--- config.mk ---
export PLATFORM = sky130hd
export DESIGN_NAME = jdrs_data_register_set
export DESIGN_NICKNAME = d
export VERILOG_FILES = /design/src/jdrs_pkg.sv /design/src/jdrs_data_register_set.sv
export SDC_FILE = /design/constraint.sdc
export NUM_CORES = 1
export LEC_CHECK = 0
export BUFFER_PORTS_ARGS = -buffer_cell sky130_fd_sc_hd__clkbuf_2
export CORE_MARGIN = 2
export CORE_UTILIZATION = 60
export CTS_BUF_LIST = sky130_fd_sc_hd__clkbuf_4
export DETAILED_ROUTE_END_ITERATION = 16
export PLACE_DENSITY = 0.81
export SLEW_MARGIN = 25
export SYNTH_ARGS = -nofsm -noshare
export SYNTH_HDL_FRONTEND = slang
export SYNTH_SLANG_ARGS = --single-unit
--- constraint.sdc ---
create_clock -name clk -period 3.2 [get_ports clk]
set_input_delay 0.8 -clock clk [delete_from_list [all_inputs] [get_ports clk]]
set_output_delay 0.8 -clock clk [all_outputs]
set_load 0.01 [all_outputs]
--- src/jdrs_pkg.sv ---
// Constants and types shared by the test-port data register set
`default_nettype none
package jdrs_pkg;
  // Chain sizes
  localparam int IR_W = 6;
  localparam int IO_BLOCKS = 4;
  localparam int INPUT_ONLY = 2;
  localparam int CELLS_PER_BLOCK = 3;
  localparam int BS_LEN = CELLS_PER_BLOCK * IO_BLOCKS + INPUT_ONLY;
  localparam int CELL_TRI = 0;
  localparam int CELL_OUT = 1;
  localparam int CELL_IN = 2;
  localparam int CFG_W = 64;
  localparam int ID_W = 32;
  localparam int FIFO_DEPTH = 4;
  // Instruction opcodes
  localparam logic [IR_W-1:0] INS_EXTEST = 6'h00;
  localparam logic [IR_W-1:0] INS_SAMPLE = 6'h01;
  localparam logic [IR_W-1:0] INS_FIRST_USER = 6'h02;
  localparam logic [IR_W-1:0] INS_SECOND_USER = 6'h03;
  localparam logic [IR_W-1:0] INS_CFG_READ = 6'h04;
  localparam logic [IR_W-1:0] INS_CFG_WRITE = 6'h05;
  localparam logic [IR_W-1:0] INS_INTEST = 6'h07;
  localparam logic [IR_W-1:0] INS_DESIGN_ID = 6'h08;
  localparam logic [IR_W-1:0] INS_PART_ID = 6'h09;
  localparam logic [IR_W-1:0] INS_BYPASS = 6'h3F;
  // Fixed low bits of the captured instruction status
  localparam logic [1:0] IR_FIXED = 2'h1;
  // Identification fields; values are arbitrary
  localparam logic [3:0] ID_REV = 4'h0;
  localparam logic [6:0] ID_FAMILY = 7'h2A;
  localparam logic [8:0] ID_ROWS = 9'h014;
  localparam logic [10:0] ID_MAKER = 11'h2A5;
  localparam logic [ID_W-1:0] PART_ID = {ID_REV, ID_FAMILY, ID_ROWS, ID_MAKER, 1'b1};
  localparam logic [ID_W-1:0] DESIGN_ID_BLANK = 32'hFFFFFFFF;
  // TAP states, Gray coded along the data path
  typedef enum logic [3:0] {
    TAP_RESET = 4'h0, TAP_IDLE = 4'h1, TAP_SEL_DR = 4'h3, TAP_CAP_DR = 4'h2,
    TAP_SHIFT_DR = 4'h6, TAP_EXIT1_DR = 4'h7, TAP_PAUSE_DR = 4'h5, TAP_EXIT2_DR = 4'h4,
    TAP_UPD_DR = 4'hC, TAP_SEL_IR = 4'hD, TAP_CAP_IR = 4'hF, TAP_SHIFT_IR = 4'hE,
    TAP_EXIT1_IR = 4'hA, TAP_PAUSE_IR = 4'hB, TAP_EXIT2_IR = 4'h9, TAP_UPD_IR = 4'h8
  } jdrs_tap_t;
  // Selected data register
  typedef enum logic [2:0] {
    DR_BS = 3'h0, DR_BYP = 3'h1, DR_CFG = 3'h2, DR_WORD = 3'h3, DR_U1 = 3'h4, DR_U2 = 3'h5
  } jdrs_dr_t;
  // Signals offered to fabric logic
  typedef struct packed {
    logic first_user_select;
    logic second_user_select;
    logic first_user_scan_clock;
    logic second_user_scan_clock;
    logic tdi;
    logic tap_reset;
    logic tap_shift;
    logic tap_update;
  } jdrs_fabric_t;

  // Data register chosen by an opcode
  function automatic jdrs_dr_t jdrs_dr_sel(input logic [IR_W-1:0] ir, input logic done);
    jdrs_dr_t d;
    case (ir)
      INS_EXTEST, INS_SAMPLE, INS_INTEST: d = DR_BS;
      INS_CFG_READ, INS_CFG_WRITE: d = DR_CFG;
      INS_DESIGN_ID, INS_PART_ID: d = DR_WORD;
      INS_FIRST_USER: d = done ? DR_U1 : DR_BYP;
      INS_SECOND_USER: d = done ? DR_U2 : DR_BYP;
      default: d = DR_BYP;
    endcase
    return d;
  endfunction : jdrs_dr_sel
endpackage : jdrs_pkg
`default_nettype wire

--- src/jdrs_data_register_set.sv ---
// Test-port data registers, instruction register and configuration word FIFO
`default_nettype none

module jdrs_fifo #(
  parameter int WIDTH = 8,
  parameter int DEPTH = 4
) (
  // Clock and reset
  input wire logic clk,
  input wire logic sys_rst,
  // Fill side
  input wire logic in_valid,
  output logic in_ready,
  input wire logic [WIDTH-1:0] in_data,
  // Drain side
  output logic out_valid,
  input wire logic out_ready,
  output logic [WIDTH-1:0] out_data
);
  localparam int PW = $clog2(DEPTH);
  localparam int CW = $clog2(DEPTH + 1);
  typedef struct packed {
    logic [DEPTH-1:0][WIDTH-1:0] mem;
    logic [PW-1:0] wr;
    logic [PW-1:0] rd;
    logic [CW-1:0] cnt;
    logic ov;
    logic [WIDTH-1:0] od;
  } jdrs_fifo_st_t;
  jdrs_fifo_st_t s;
  jdrs_fifo_st_t next_s;
  logic push;
  logic load;

  // Handshake terms; full stalls the filler
  assign in_ready = s.cnt != CW'(DEPTH);
  assign push = in_valid && in_ready;
  assign load = (s.cnt != '0) && (!s.ov || out_ready);
  assign out_valid = s.ov;
  assign out_data = s.od;

  // Storage, pointers and output stage
  always_comb
  begin
    next_s = s;
    if (out_ready && s.ov)
    begin
      next_s.ov = 1'b0;
    end
    if (load)
    begin
      next_s.od = s.mem[s.rd];
      next_s.ov = 1'b1;
      next_s.rd = s.rd + 1'b1;
    end
    if (push)
    begin
      next_s.mem[s.wr] = in_data;
      next_s.wr = s.wr + 1'b1;
    end
    case ({push, load})
      2'b10: next_s.cnt = s.cnt + 1'b1;
      2'b01: next_s.cnt = s.cnt - 1'b1;
      default: next_s.cnt = s.cnt;
    endcase
    if (sys_rst)
    begin
      next_s = '0;
    end
  end

  // State register
  always_ff @(posedge clk)
  begin
    s <= next_s;
  end
endmodule : jdrs_fifo

module jdrs_data_register_set
  import jdrs_pkg::*;
(
  // Clock and reset
  input wire logic clk,
  input wire logic sys_rst,
  // Test port pins
  input wire logic tck,
  input wire logic tms,
  input wire logic tdi,
  output logic tdo,
  output logic tdo_oe,
  // Fabric user scan link
  output jdrs_fabric_t fabric,
  input wire logic first_user_scan_out,
  input wire logic second_user_scan_out,
  // Boundary cell sources and update latches
  input wire logic [IO_BLOCKS-1:0] pad_in,
  input wire logic [INPUT_ONLY-1:0] pad_in_only,
  input wire logic [IO_BLOCKS-1:0] core_out,
  input wire logic [IO_BLOCKS-1:0] core_oe,
  output logic [BS_LEN-1:0] bs_hold,
  // Configuration bus
  input wire logic cfg_done,
  input wire logic [ID_W-1:0] design_id_word,
  input wire logic [CFG_W-1:0] cfg_rd_data,
  output logic [CFG_W-1:0] cfg_wr_data,
  output logic cfg_wr_valid,
  input wire logic cfg_wr_ready
);
  typedef struct packed {
    logic [2:0] tck_s;
    logic [1:0] tms_s;
    logic [1:0] tdi_s;
    logic [1:0] u1_s;
    logic [1:0] u2_s;
    logic [IO_BLOCKS-1:0] pin_a;
    logic [IO_BLOCKS-1:0] pin_b;
    logic [INPUT_ONLY-1:0] ipin_a;
    logic [INPUT_ONLY-1:0] ipin_b;
    jdrs_tap_t st;
    logic [IR_W-1:0] ir_sh;
    logic [IR_W-1:0] ir;
    logic [BS_LEN-1:0] bs;
    logic [BS_LEN-1:0] hold;
    logic byp;
    logic [CFG_W-1:0] cfg;
    logic [ID_W-1:0] word;
    logic tdo;
    logic tdo_oe;
    jdrs_fabric_t fab;
    logic pend;
  } jdrs_st_t;
  jdrs_st_t s;
  jdrs_st_t next_s;
  logic rise;
  logic fall;
  logic fifo_ready;

  // TCK edges seen on the synchronised level
  assign rise = s.tck_s[1] && !s.tck_s[2];
  assign fall = !s.tck_s[1] && s.tck_s[2];

  // TAP transition on TMS
  function automatic jdrs_tap_t tap_next(input jdrs_tap_t st, input logic m);
    jdrs_tap_t n;
    case (st)
      TAP_RESET: n = m ? TAP_RESET : TAP_IDLE;
      TAP_IDLE: n = m ? TAP_SEL_DR : TAP_IDLE;
      TAP_SEL_DR: n = m ? TAP_SEL_IR : TAP_CAP_DR;
      TAP_CAP_DR: n = m ? TAP_EXIT1_DR : TAP_SHIFT_DR;
      TAP_SHIFT_DR: n = m ? TAP_EXIT1_DR : TAP_SHIFT_DR;
      TAP_EXIT1_DR: n = m ? TAP_UPD_DR : TAP_PAUSE_DR;
      TAP_PAUSE_DR: n = m ? TAP_EXIT2_DR : TAP_PAUSE_DR;
      TAP_EXIT2_DR: n = m ? TAP_UPD_DR : TAP_SHIFT_DR;
      TAP_UPD_DR: n = m ? TAP_SEL_DR : TAP_IDLE;
      TAP_SEL_IR: n = m ? TAP_RESET : TAP_CAP_IR;
      TAP_CAP_IR: n = m ? TAP_EXIT1_IR : TAP_SHIFT_IR;
      TAP_SHIFT_IR: n = m ? TAP_EXIT1_IR : TAP_SHIFT_IR;
      TAP_EXIT1_IR: n = m ? TAP_UPD_IR : TAP_PAUSE_IR;
      TAP_PAUSE_IR: n = m ? TAP_EXIT2_IR : TAP_PAUSE_IR;
      TAP_EXIT2_IR: n = m ? TAP_UPD_IR : TAP_SHIFT_IR;
      TAP_UPD_IR: n = m ? TAP_SEL_DR : TAP_IDLE;
      default: n = TAP_RESET;
    endcase
    return n;
  endfunction : tap_next

  // All register behaviour; TAP, capture, shift and update stepped by TCK edges
  always_comb
  begin
    jdrs_dr_t ds;
    logic bit_out;
    ds = jdrs_dr_sel(s.ir, cfg_done);
    bit_out = 1'b0;
    next_s = s;
    next_s.tck_s = {s.tck_s[1:0], tck};
    next_s.tms_s = {s.tms_s[0], tms};
    next_s.tdi_s = {s.tdi_s[0], tdi};
    next_s.u1_s = {s.u1_s[0], first_user_scan_out};
    next_s.u2_s = {s.u2_s[0], second_user_scan_out};
    next_s.pin_a = pad_in;
    next_s.pin_b = s.pin_a;
    next_s.ipin_a = pad_in_only;
    next_s.ipin_b = s.ipin_a;
    // Configuration word leaves once the FIFO takes it
    if (s.pend && fifo_ready)
    begin
      next_s.pend = 1'b0;
    end
    // Rising TCK: capture, shift, advance the TAP
    if (rise)
    begin
      case (s.st)
        TAP_CAP_DR:
        begin
          next_s.byp = 1'b0;
          case (ds)
            DR_BS:
            begin
              for (int k = 0; k < IO_BLOCKS; k++)
              begin
                next_s.bs[CELLS_PER_BLOCK * k + CELL_TRI] = core_oe[k];
                next_s.bs[CELLS_PER_BLOCK * k + CELL_OUT] = core_out[k];
                next_s.bs[CELLS_PER_BLOCK * k + CELL_IN] = s.pin_b[k];
              end
              for (int j = 0; j < INPUT_ONLY; j++)
              begin
                next_s.bs[CELLS_PER_BLOCK * IO_BLOCKS + j] = s.ipin_b[j];
              end
            end
            DR_CFG: next_s.cfg = cfg_rd_data;
            DR_WORD:
            begin
              if (s.ir == INS_PART_ID)
              begin
                next_s.word = PART_ID;
              end
              else
              begin
                next_s.word = cfg_done ? design_id_word : DESIGN_ID_BLANK;
              end
            end
            default: next_s.byp = 1'b0;
          endcase
        end
        TAP_SHIFT_DR:
        begin
          case (ds)
            DR_BS: next_s.bs = {s.tdi_s[1], s.bs[BS_LEN-1:1]};
            DR_CFG: next_s.cfg = {s.tdi_s[1], s.cfg[CFG_W-1:1]};
            DR_WORD: next_s.word = {s.tdi_s[1], s.word[ID_W-1:1]};
            default: next_s.byp = s.tdi_s[1];
          endcase
        end
        TAP_CAP_IR: next_s.ir_sh = {3'h0, cfg_done, IR_FIXED};
        TAP_SHIFT_IR: next_s.ir_sh = {s.tdi_s[1], s.ir_sh[IR_W-1:1]};
        default: next_s.ir_sh = s.ir_sh;
      endcase
      next_s.st = tap_next(s.st, s.tms_s[1]);
    end
    // Falling TCK: drive TDO, open latches, load instruction
    if (fall)
    begin
      case (ds)
        DR_BS: bit_out = s.bs[0];
        DR_CFG: bit_out = s.cfg[0];
        DR_WORD: bit_out = s.word[0];
        DR_U1: bit_out = s.u1_s[1];
        DR_U2: bit_out = s.u2_s[1];
        default: bit_out = s.byp;
      endcase
      next_s.tdo_oe = (s.st == TAP_SHIFT_DR) || (s.st == TAP_SHIFT_IR);
      if (s.st == TAP_SHIFT_IR)
      begin
        next_s.tdo = s.ir_sh[0];
      end
      else if (s.st == TAP_SHIFT_DR)
      begin
        next_s.tdo = bit_out;
      end
      case (s.st)
        TAP_UPD_DR:
        begin
          next_s.hold = s.bs;
          if (s.ir == INS_CFG_WRITE)
          begin
            next_s.pend = 1'b1;
          end
        end
        TAP_UPD_IR: next_s.ir = s.ir_sh;
        TAP_RESET: next_s.ir = INS_PART_ID;
        default: next_s.ir = s.ir;
      endcase
    end
    // Fabric view of the user registers and TAP
    next_s.fab.first_user_select = (ds == DR_U1);
    next_s.fab.second_user_select = (ds == DR_U2);
    next_s.fab.first_user_scan_clock = (ds == DR_U1) && s.tck_s[1] &&
      ((s.st == TAP_CAP_DR) || (s.st == TAP_SHIFT_DR));
    next_s.fab.second_user_scan_clock = (ds == DR_U2) && s.tck_s[1] &&
      ((s.st == TAP_CAP_DR) || (s.st == TAP_SHIFT_DR));
    next_s.fab.tdi = s.tdi_s[1];
    next_s.fab.tap_reset = (s.st == TAP_RESET);
    next_s.fab.tap_shift = (s.st == TAP_SHIFT_DR);
    next_s.fab.tap_update = (s.st == TAP_UPD_DR);
    if (sys_rst)
    begin
      next_s = '0;
      next_s.st = TAP_RESET;
      next_s.ir = INS_PART_ID;
    end
  end

  // State register
  always_ff @(posedge clk)
  begin
    s <= next_s;
  end

  // Configuration words toward the bus, with back-pressure
  jdrs_fifo #(
    .WIDTH(CFG_W),
    .DEPTH(FIFO_DEPTH)
  ) u_cfg_fifo (
    .clk(clk),
    .sys_rst(sys_rst),
    .in_valid(s.pend),
    .in_ready(fifo_ready),
    .in_data(s.cfg),
    .out_valid(cfg_wr_valid),
    .out_ready(cfg_wr_ready),
    .out_data(cfg_wr_data)
  );

  // Outputs straight from state
  assign tdo = s.tdo;
  assign tdo_oe = s.tdo_oe;
  assign fabric = s.fab;
  assign bs_hold = s.hold;
endmodule : jdrs_data_register_set
`default_nettype wire

# Word-level counts from Yosys, hierarchy flattened
# Index checks and enable logic that the tools add are counted.
[word_totals] register_bits=503 input_bits=119 out_inout_bits=89
[classes] add_sub_neg=4 order_cmp=3 eq_ne=37 n_mux=44 reduce_logical=41
[op_table] operator="$bwmux 256" n=1
[op_table] operator="$mux 64" n=4
[op_table] operator="$pmux 97 s2" n=1
[op_table] operator="$bmux 64 s2" n=1
[op_table] operator="$demux 64 s2" n=1
[op_table] operator="$mux 32" n=4
[op_table] operator="$mux 65" n=1
[op_table] operator="$pmux 4 s12" n=1
[op_table] operator="$eq 4x4->1 const B" n=8
[op_table] operator="$mux 14" n=2
[op_table] operator="$pmux 14 s2" n=1
[op_table] operator="$pmux 6 s2" n=2
[op_table] operator="$eq 6x3->1 const B" n=3
[op_table] operator="$eq 4x3->1 const B" n=4
[op_table] operator="$mux 4" n=4
[op_table] operator="$pmux 3 s5" n=1
[op_table] operator="$eq 6x2->1 const B" n=2
[op_table] operator="$eq 6x4->1 const B" n=2
[op_table] operator="$mux 3" n=4
[op_table] operator="$ne 2x1->1 const B" n=6
[op_table] operator="$reduce_and 4->1" n=3
[op_table] operator="$reduce_bool 2->1" n=6
[op_table] operator="$mux 1" n=11
[op_table] operator="$logic_and 1x1->1" n=10
[op_table] operator="other kinds (27)" n=46

# Longest topological paths before layout
# Gate-level depths: netlist of run 1.
[logic_depth] depth_word=7 mapped_depth=10 mapped_depth_nobuf=9

# Modules after synthesis
# From an unflattened synthesis of run 1, not the netlist that was laid out.
[hier_totals] hier_cells=2143 hier_area_um2=22375.2
[modules_own_cells] mod="jdrs_fifo" instances=1 cells_per_inst=1239 area_per_inst_um2=14777.9 seq_area_each_um2=6566.3
[modules_own_cells] mod="jdrs_data_register_set" instances=1 cells_per_inst=904 area_per_inst_um2=7597.3 seq_area_each_um2=3503.4

# Least setup slack after synthesis of run 1
# No wires, ideal clock.
[synth_path] path_kind="input-to-reg" from="input port cfg_wr_ready" to="register u_cfg_fifo.s[67] (netlist bit)" setup_time_ns=0.070 arrival_time_ns=2.517 required_ns=3.130 setup_slack_ns=0.613 path_stages=10 n_path_buf=1 cell_sequence="nand2b_1 nand2_1 inv_1 clkbuf_1 ha_1 inv_1 fa_1 xor2_1 or3_1 a21oi_1"
[synth_via] elab_chain_len=4 word_cells_on_any_way=6
[synth_rtl] element="start, declared" line_no="jdrs_data_register_set.sv:107" text="input wire logic cfg_wr_ready"
[synth_rtl] element="$logic_or 1x1->1 (*)" line_no="jdrs_data_register_set.sv:38" text="assign load = (s.cnt != '0) && (!s.ov || out_ready);"
[synth_rtl] element="$logic_and 1x1->1 (*)" line_no="jdrs_data_register_set.sv:38"
[synth_rtl] element="via u_cfg_fifo.load" line_no="jdrs_data_register_set.sv:33" text="logic load;"
[synth_rtl] element="$eq 2x1->1 / $eq 2x2->1 (equally long branches)" line_no="jdrs_data_register_set.sv:61" text="case ({push, load})"
[synth_rtl] element="$pmux 3 s2 / $reduce_bool 2->1 (equally long branches)"
[synth_rtl] element="end signal, assigned" line_no="jdrs_data_register_set.sv:75" text="s <= next_s;"
[synth_rtl] element="end, declared" line_no="jdrs_data_register_set.sv:30" text="jdrs_fifo_st_t s;"
# The timed path passes the listed nets; every way through them passes the cells marked *.
# A chain may end at the register's enable or synchronous reset.

# Worst setup path in the final report of run 1
[layout_path] from="register s[149] (netlist bit)" to="register s[89] (netlist bit)"
[layout_via] elab_chain_len=3 word_cells_on_any_way=7
[layout_rtl] element="start, declared" line_no="jdrs_data_register_set.sv:132" text="jdrs_st_t s;"
[layout_rtl] element="start signal, assigned" line_no="jdrs_data_register_set.sv:296" text="s <= next_s;"
[layout_rtl] element="$eq 4x2->1 / $eq 4x3->1 (equally long branches)" line_no="jdrs_data_register_set.sv:192" text="case (s.st)"
[layout_rtl] element="$ne 2x1->1 (no source line) / $reduce_bool 2->1 (equally long branches)"
[layout_rtl] element="$reduce_and 4->1 (no source line)"
# Parallel ways exist; a longest one is shown, timed or not.

==> results of run 1 <==
[report_power, final]
| group | switching [W] | total, W | internal [W] | leakage (nW) |
|---|---|---|---|---|
| registers | 0.000138 | 0.00644 | 0.00630 | 4.06 |
| clock network | 0.00252 | 0.00548 | 0.00297 | 0.958 |
| logic | 0.000805 | 0.00120 | 0.000391 | 3.07 |
| total | 0.00346 | 0.0131 | 0.00966 | 8.08 |
[critical path: stages, from the launching register on]
cell and delay [ns]:
dfxtp_1 0.69, or3b_2 0.57, nor4_4 0.33, buf_12 0.47, nor2_1 0.09, a311oi_1 0.34
[worst paths after layout]
kind,to,slack [ns],depth (start not counted)
min reg2reg,s[165],0.42,1
max reg2reg,s[89],0.51,5
min,s[161],0.19,2
max,s[89],0.51,5
[kinds of logic after synthesis]
kind of cell / count (synthesis) / share of synthesized area, %
multiplexers: 67 / 7.067
flip-flops: 503 / 48.36
AO/OA/AOI/OAI: 504 / 14.64
AND/OR/NAND/NOR: 1126 / 21.93
adder cells (fa/ha/maj): 6 / 0.3966
XOR/XNOR: 6 / 0.2524
buffers and inverters: 305 / 7.349
[cell type report]
| cell class | instances | area share [%] |
|---|---|---|
| Tap cell | 455 | 2.471 |
| Timing Repair Buffer | 246 | 6.138 |
| Sequential cell | 503 | 43.75 |
| Inverter | 16 | 0.2607 |
| Clock buffer | 179 | 5.833 |
| Clock inverter | 31 | 1.086 |
| Antenna cell | 2 | 0.02173 |
| Multi-Input combinational cell | 1709 | 40.44 |
[state kept, by name (all words and copies together) (netlist names)]
name and flops:
tdo_oe 1, u_cfg_fifo.s 263, s 151, u_cfg_fifo.out_valid 1
fabric 8, tdo 1, u_cfg_fifo.out_data 64, bs_hold 14
[stage by stage]
stage / instance area, um^2 / instances / total power (W) / utilization, %
after floorplan: 20820 / 2517 / 0.007382 / -
after global placement: 21440 / 2929 / 0.007775 / 62.37
after detailed placement: 21440 / 2929 / 0.007793 / 62.37
after CTS: 23030 / 3139 / 0.01325 / 67.00
after global routing: 23040 / 3141 / 0.01368 / 67.02
final: 23040 / 3141 / 0.01312 / 67.02
[placed cells by master (no fill, tap or decap), types with 3 or more instances in the layout]
master and count:
bufinv_16 5, o21ai_0 9, nand4_1 3, a22o_1 3, nor3_1 52, ha_1 5, nand3_4 4, nor2_1 116
xor2_1 4, buf_12 6, clkinv_1 17, mux2i_1 3, dfxtp_1 501, a21oi_1 362, mux4_2 64, nor4_1 5
or3_1 6, nand3_1 13, clkbuf_2 206, nand2_1 846, clkbuf_4 179, buf_4 33, o221ai_1 11, and3_2 4
and3_1 5, a211oi_1 22, a311oi_2 6, nor2b_1 48, a311oi_1 74, inv_1 15, nand2b_1 10, inv_2 8
[per-layer routing]
layer | GRT usage, % | vias up | part of all wire, %
met4 | 12.73 | 0 | 2.4
met2 | 48.25 | 722 | 49
li1 | - | 8632 | -
met1 | 36.11 | 8537 | 41
met3 | 5.760 | 100 | 7.8
met5 | 0 | - | 0
==> results.md, run 1 <==
* Routed Wire Length at 52260 um
* # hold bufs at CTS at 0
* Crit path launch type: register
* RR Startpoint: s[149]
* Post-DP HPWL at 31510 um
* Layout Nets at 2732
* Vias in the first global route at 17620
* Number of DRC markers in iteration 0 at 1634
* Distinct cells, synth at 51
* Hold Crit Start: pad_in[1]
* LEAKAGE at 8.084 nW
* Global-route wire length before repair at 85530 um
* Setup violators final at 0
* Worst hold slack at 0.1899 ns
* Hold/Removal Path Class: input pin to register
* RSZ-0062 raised after global routing: false
* Cell Rows at 68
* CORE AREA at 34370 um^2
* Synth top cells by count: nand2_1, dfxtp_1, a21oi_1
* P per Cell Area at 569.7 nW/um^2
* Syn_nets at 2642
* Pins Over Slew Limit at 0
* Pre-antenna DRT Iters at 8
* CTS root buf: clkbuf_4
* Final WS setup at 0.5084 ns
* Peak VDD IR at 0.6327 mV
* Outcome: complete, no violations
* Fillers at 2803
* Max Freq at 371.5 MHz
* Syn Area/Cell at 8.272 um^2
* Required time of the critical path at 3.89 ns
* Crit path launch: s[149]
* Register area share after synthesis at 48.36%
* Area share of the largest cell type after synthesis at 48.36%
* Clock transition at path regs at 0.07 ns
* Clock Tree Buf Depth at 3
* Setup TNS at 0 ns
* Top cells by area, synth: dfxtp_1, nand2_1, a21oi_1
* Port Buf Inserts at 207
* Layout area overhead at 10.64%
* Max-cap viol count at 0
* Area leader, netlist: dfxtp_1
* Drt drc at 0
* Fin crit period at 2.692 ns
* Setup Slack @ Placement at 0.6683 ns
* Initial antenna violation count at 2
* Top-count cell post-synth: nand2_1
* Final worst-path cycle share at 84.11%
* Worst EP arrival at 3.38 ns
* GRT overflow at 0
* Ys flop type: dfxtp_1
* Storage cell area at 10080 um^2
* Largest net degree at the start of global routing at 195
* Initial core utilization at 60.57%
* Worst Path Max Fanout at 128
* Post-synth EDFFs at 0
* GRT Util Overall at 28.81%
* Share of cells above drive strength 1 at 19.82%
* WL per Instance at 16.64 um
* Final hold viol count at 0
* Cts bufs inserted at 131
* Synthesized cell area at 20820 um^2
* Postcts setup bufs at 0
* Synth Warn # at 0
* Final GP Congestion at 0.8480
* Crit path kind: register to register
* Slew at the pin closest to its max-slew limit at 0.8621 ns
* Worst-Skew Late Latency at 0.84 ns
* Max H-tree Level at 4
* Gate Count Post-Synth at 2517
* ANT nets after route at 0
* Slew headroom at 42.40%
* Die ar. at 36210 um^2
* Multi-input gate area at 9316 um^2
* Vias at 17990
* Asr flop ratio synth at 0%
* Cts repair resizes at 0
* Crit end category: register
* Skew final at 0.06938 ns
* Clock sink total at 503
* Io pins at 208
* Die W at 190.3 um
* CTS tree: done
* Die Ht at 190.3 um
* #FFs+latches synth at 503
* Drt via density at 5.728
No activity file was read; power rests on OpenSTA's default activity.
==> inputs of run 2 (changes only) <==
==> constraint.sdc (replaced) <==
create_clock -name clk -period 2.5 [get_ports clk]
set_input_delay 0.625 -clock clk [delete_from_list [all_inputs] [get_ports clk]]
set_output_delay 0.625 -clock clk [all_outputs]
set_load 0.01 [all_outputs]
==> run 2 against run 1 <==
  * Critical path depth grew 3
  * Global-route usage shrank 0.22 points
  * Sequential share of layout area shrank 0.66 points
  * Clock power grew 25%
  * Sequential power grew 28%
  * Worst setup slack lost 0.37 ns
  * Combinational power grew 35%
==> results.md, run 2 (synthesis results as in run 1) <==
* Biggest register: u_cfg_fifo.s
* Worst-Skew Late Latency at 0.80 ns (-0.04 ns)
* P per Cell Area at 714.6 nW/um^2 (+25%)
* Max-cap viol count at 0 (unchanged)
* Slew headroom at 49.14% (+6.7 points)
* Top layer in use: met4
* WL per Instance at 16.49 um (-0.86%)
* Outcome: complete, no violations
* Global-route wire length before repair at 84680 um (-0.99%)
* Multi-input gate area at 9319 um^2 (about the same)
* Pins Over Slew Limit at 0 (unchanged)
* Die ar. at 36210 um^2 (unchanged)
* Final GP Congestion at 0.8334 (-1.7%)
* Routed Wire Length at 52090 um (-0.33%)
* CORE AREA at 34370 um^2 (unchanged)
* Delay of the slowest cell on the worst path at 0.48 ns (-0.21 ns)
* Largest net degree at the start of global routing at 125 (-36%)
* Largest register FFs at 263 (unchanged)
* Port Buf Inserts at 207 (unchanged)
* Cts bufs inserted at 130 (-0.76%)
* Vias in the first global route at 17600 (-0.10%)
* Drt drc at 0 (unchanged)
* RSZ-0062 raised after global routing: false
* Slew at the pin closest to its max-slew limit at 0.7629 ns (-0.09924 ns)
* Initial core utilization at 60.57% (unchanged)
* Final worst-path cycle share at 94.50% (+10 points)
* Clock transition at path regs at 0.06 ns (about the same)
* Fin crit period at 2.363 ns (-0.3291 ns)
* Initial antenna violation count at 3 (+1)
* Crit path launch type: register
* Core Util, Final at 68.04% (+1.0 points)
* Routed length on met3 at 3842 um (-5.4%)
* Design Area, Final at 23390 um^2 (+1.5%)
* Skew final at 0.05025 ns (-0.01914 ns)
* Vias at 18090 (+0.56%)
* Postcts setup bufs at 0 (unchanged)
* Layout area overhead at 12.33%
* Crit end category: register
* Io pins at 208 (unchanged)
* Max H-tree Level at 4 (unchanged)
* Worst Path Max Fanout at 5 (-96%)
* Fillers at 2834 (+1.1%)
* Total power at 0.01671 W (+27%)
* Storage cell area at 10080 um^2 (unchanged)
* Worst EP arrival at 3.07 ns (-0.31 ns)
* CTS tree: done
* LEAKAGE at 8.222 nW (+1.7%)
* Setup violators final at 0 (unchanged)
* Max Freq at 423.3 MHz (+14%)
* Layout Nets at 2750 (+0.66%)
* Drt via density at 5.729 (about the same)
* Worst path slowest cell: or3b_2
* CTS root buf: clkbuf_4
* Post-DP Area at 21750 um^2 (+1.4%)
* Commonest non-fill, non-tap cell in the layout: nand2_1
* Clock Tree Buf Depth at 3 (unchanged)
* Die Ht at 190.3 um (unchanged)
* Clock sink total at 503 (unchanged)
* Hold/Removal Path Class: input pin to register
* Pre-antenna DRT Iters at 6 (-2)
* Setup TNS at 0 ns (unchanged)
* WL met1 at 21430 um (+0.86%)
* Crit path kind: register to register
* Final Non-Filler Cells at 3158 (+0.54%)
* Number of DRC markers in iteration 0 at 1569 (-4.0%)
* ANT nets after route at 0 (unchanged)
* Met2 routed WL at 25210 um (-1.9%)
* Cell Rows at 68 (unchanged)
* Die W at 190.3 um (unchanged)
* Critical-path cell list: or3b_2, nand2_1, ha_2, inv_1, fa_1, xor2_1, or3_1, a21oi_1
* Most frequent cells in the layout: nand2_1, dfxtp_1, a21oi_1
* Placed Cells at 2942 (+0.44%)
* Share of cells above drive strength 1 at 20.40% (+0.58 points)
* GRT Util Overall at 28.59% (-0.22 points)
* GRT overflow at 0 (unchanged)
* Peak VDD IR at 0.8376 mV (+32%)
* Final hold viol count at 0 (unchanged)
* Post-DP HPWL at 31260 um (-0.79%)
* Required time of the critical path at 3.20 ns (-0.69 ns)
-- run 2: final timing paths --
kind	startpoint	endpoint	slack [ns]	cells past startpoint
max	u_cfg_fifo.s[67]	u_cfg_fifo.s[67]	0.14	8
min	pad_in[2]	s[162]	0.07	2
max reg2reg	u_cfg_fifo.s[67]	u_cfg_fifo.s[67]	0.14	8
min reg2reg	s[172]	s[173]	0.43	1
-- run 2: layout make-up --
| cell class | instances | share of cell area (%) |
|---|---|---|
| flip-flops and latches | 503 | 43.09 |
| multi-input cells | 1709 | 39.84 |
| repair buffers | 265 | 7.629 |
| inverters | 16 | 0.2568 |
| diodes | 2 | 0.02140 |
| clock buffers | 188 | 6.034 |
| clock inverters | 20 | 0.6954 |
| well taps | 455 | 2.434 |
-- run 2: per-layer routing --
metal / track usage, % / up-vias
met5: 0 / -
met2: 47.44 / 758
met3: 5.944 / 125
li1: - / 8666
met1: 35.98 / 8543
met4: 12.97 / 0
-- run 2: metrics by stage --
| stage | hold WS [ns] | setup WS [ns] |
|---|---|---|
| 6_report | 0.06539 | 0.1374 |
| 3_5_place_dp | 0.4265 | 0.1489 |
| 4_1_cts | 0.003686 | 0.1389 |
| 3_3_place_gp | 0.4264 | 0.1854 |
| 5_1_grt | 0.001542 | 0.006032 |
| 2_1_floorplan | 0.4138 | 0.08765 |
-- run 2: power breakdown --
part	switching [W]	internal, W
Clock	0.00315	0.00372
Combinational	0.00107	0.000550
Sequential	0.000150	0.00807
-- run 2: critical path, delay by kind of cell, from the launching register on --
family          cells  cell delay [ns]
compound gates      1             0.15
fa+ha+maj           2             0.61
flops               1             0.38
xor+xnor            1             0.16
buf+inv             1             0.06
simple gates        3             0.94
-- run 2: what timing repair did --
action | 4_1_cts | 5_1_grt
hold buffers | 6 | 0
setup endpoints to repair | 0 | 1
hold endpoints to repair | 6 | 0
resized for setup | 0 | 1
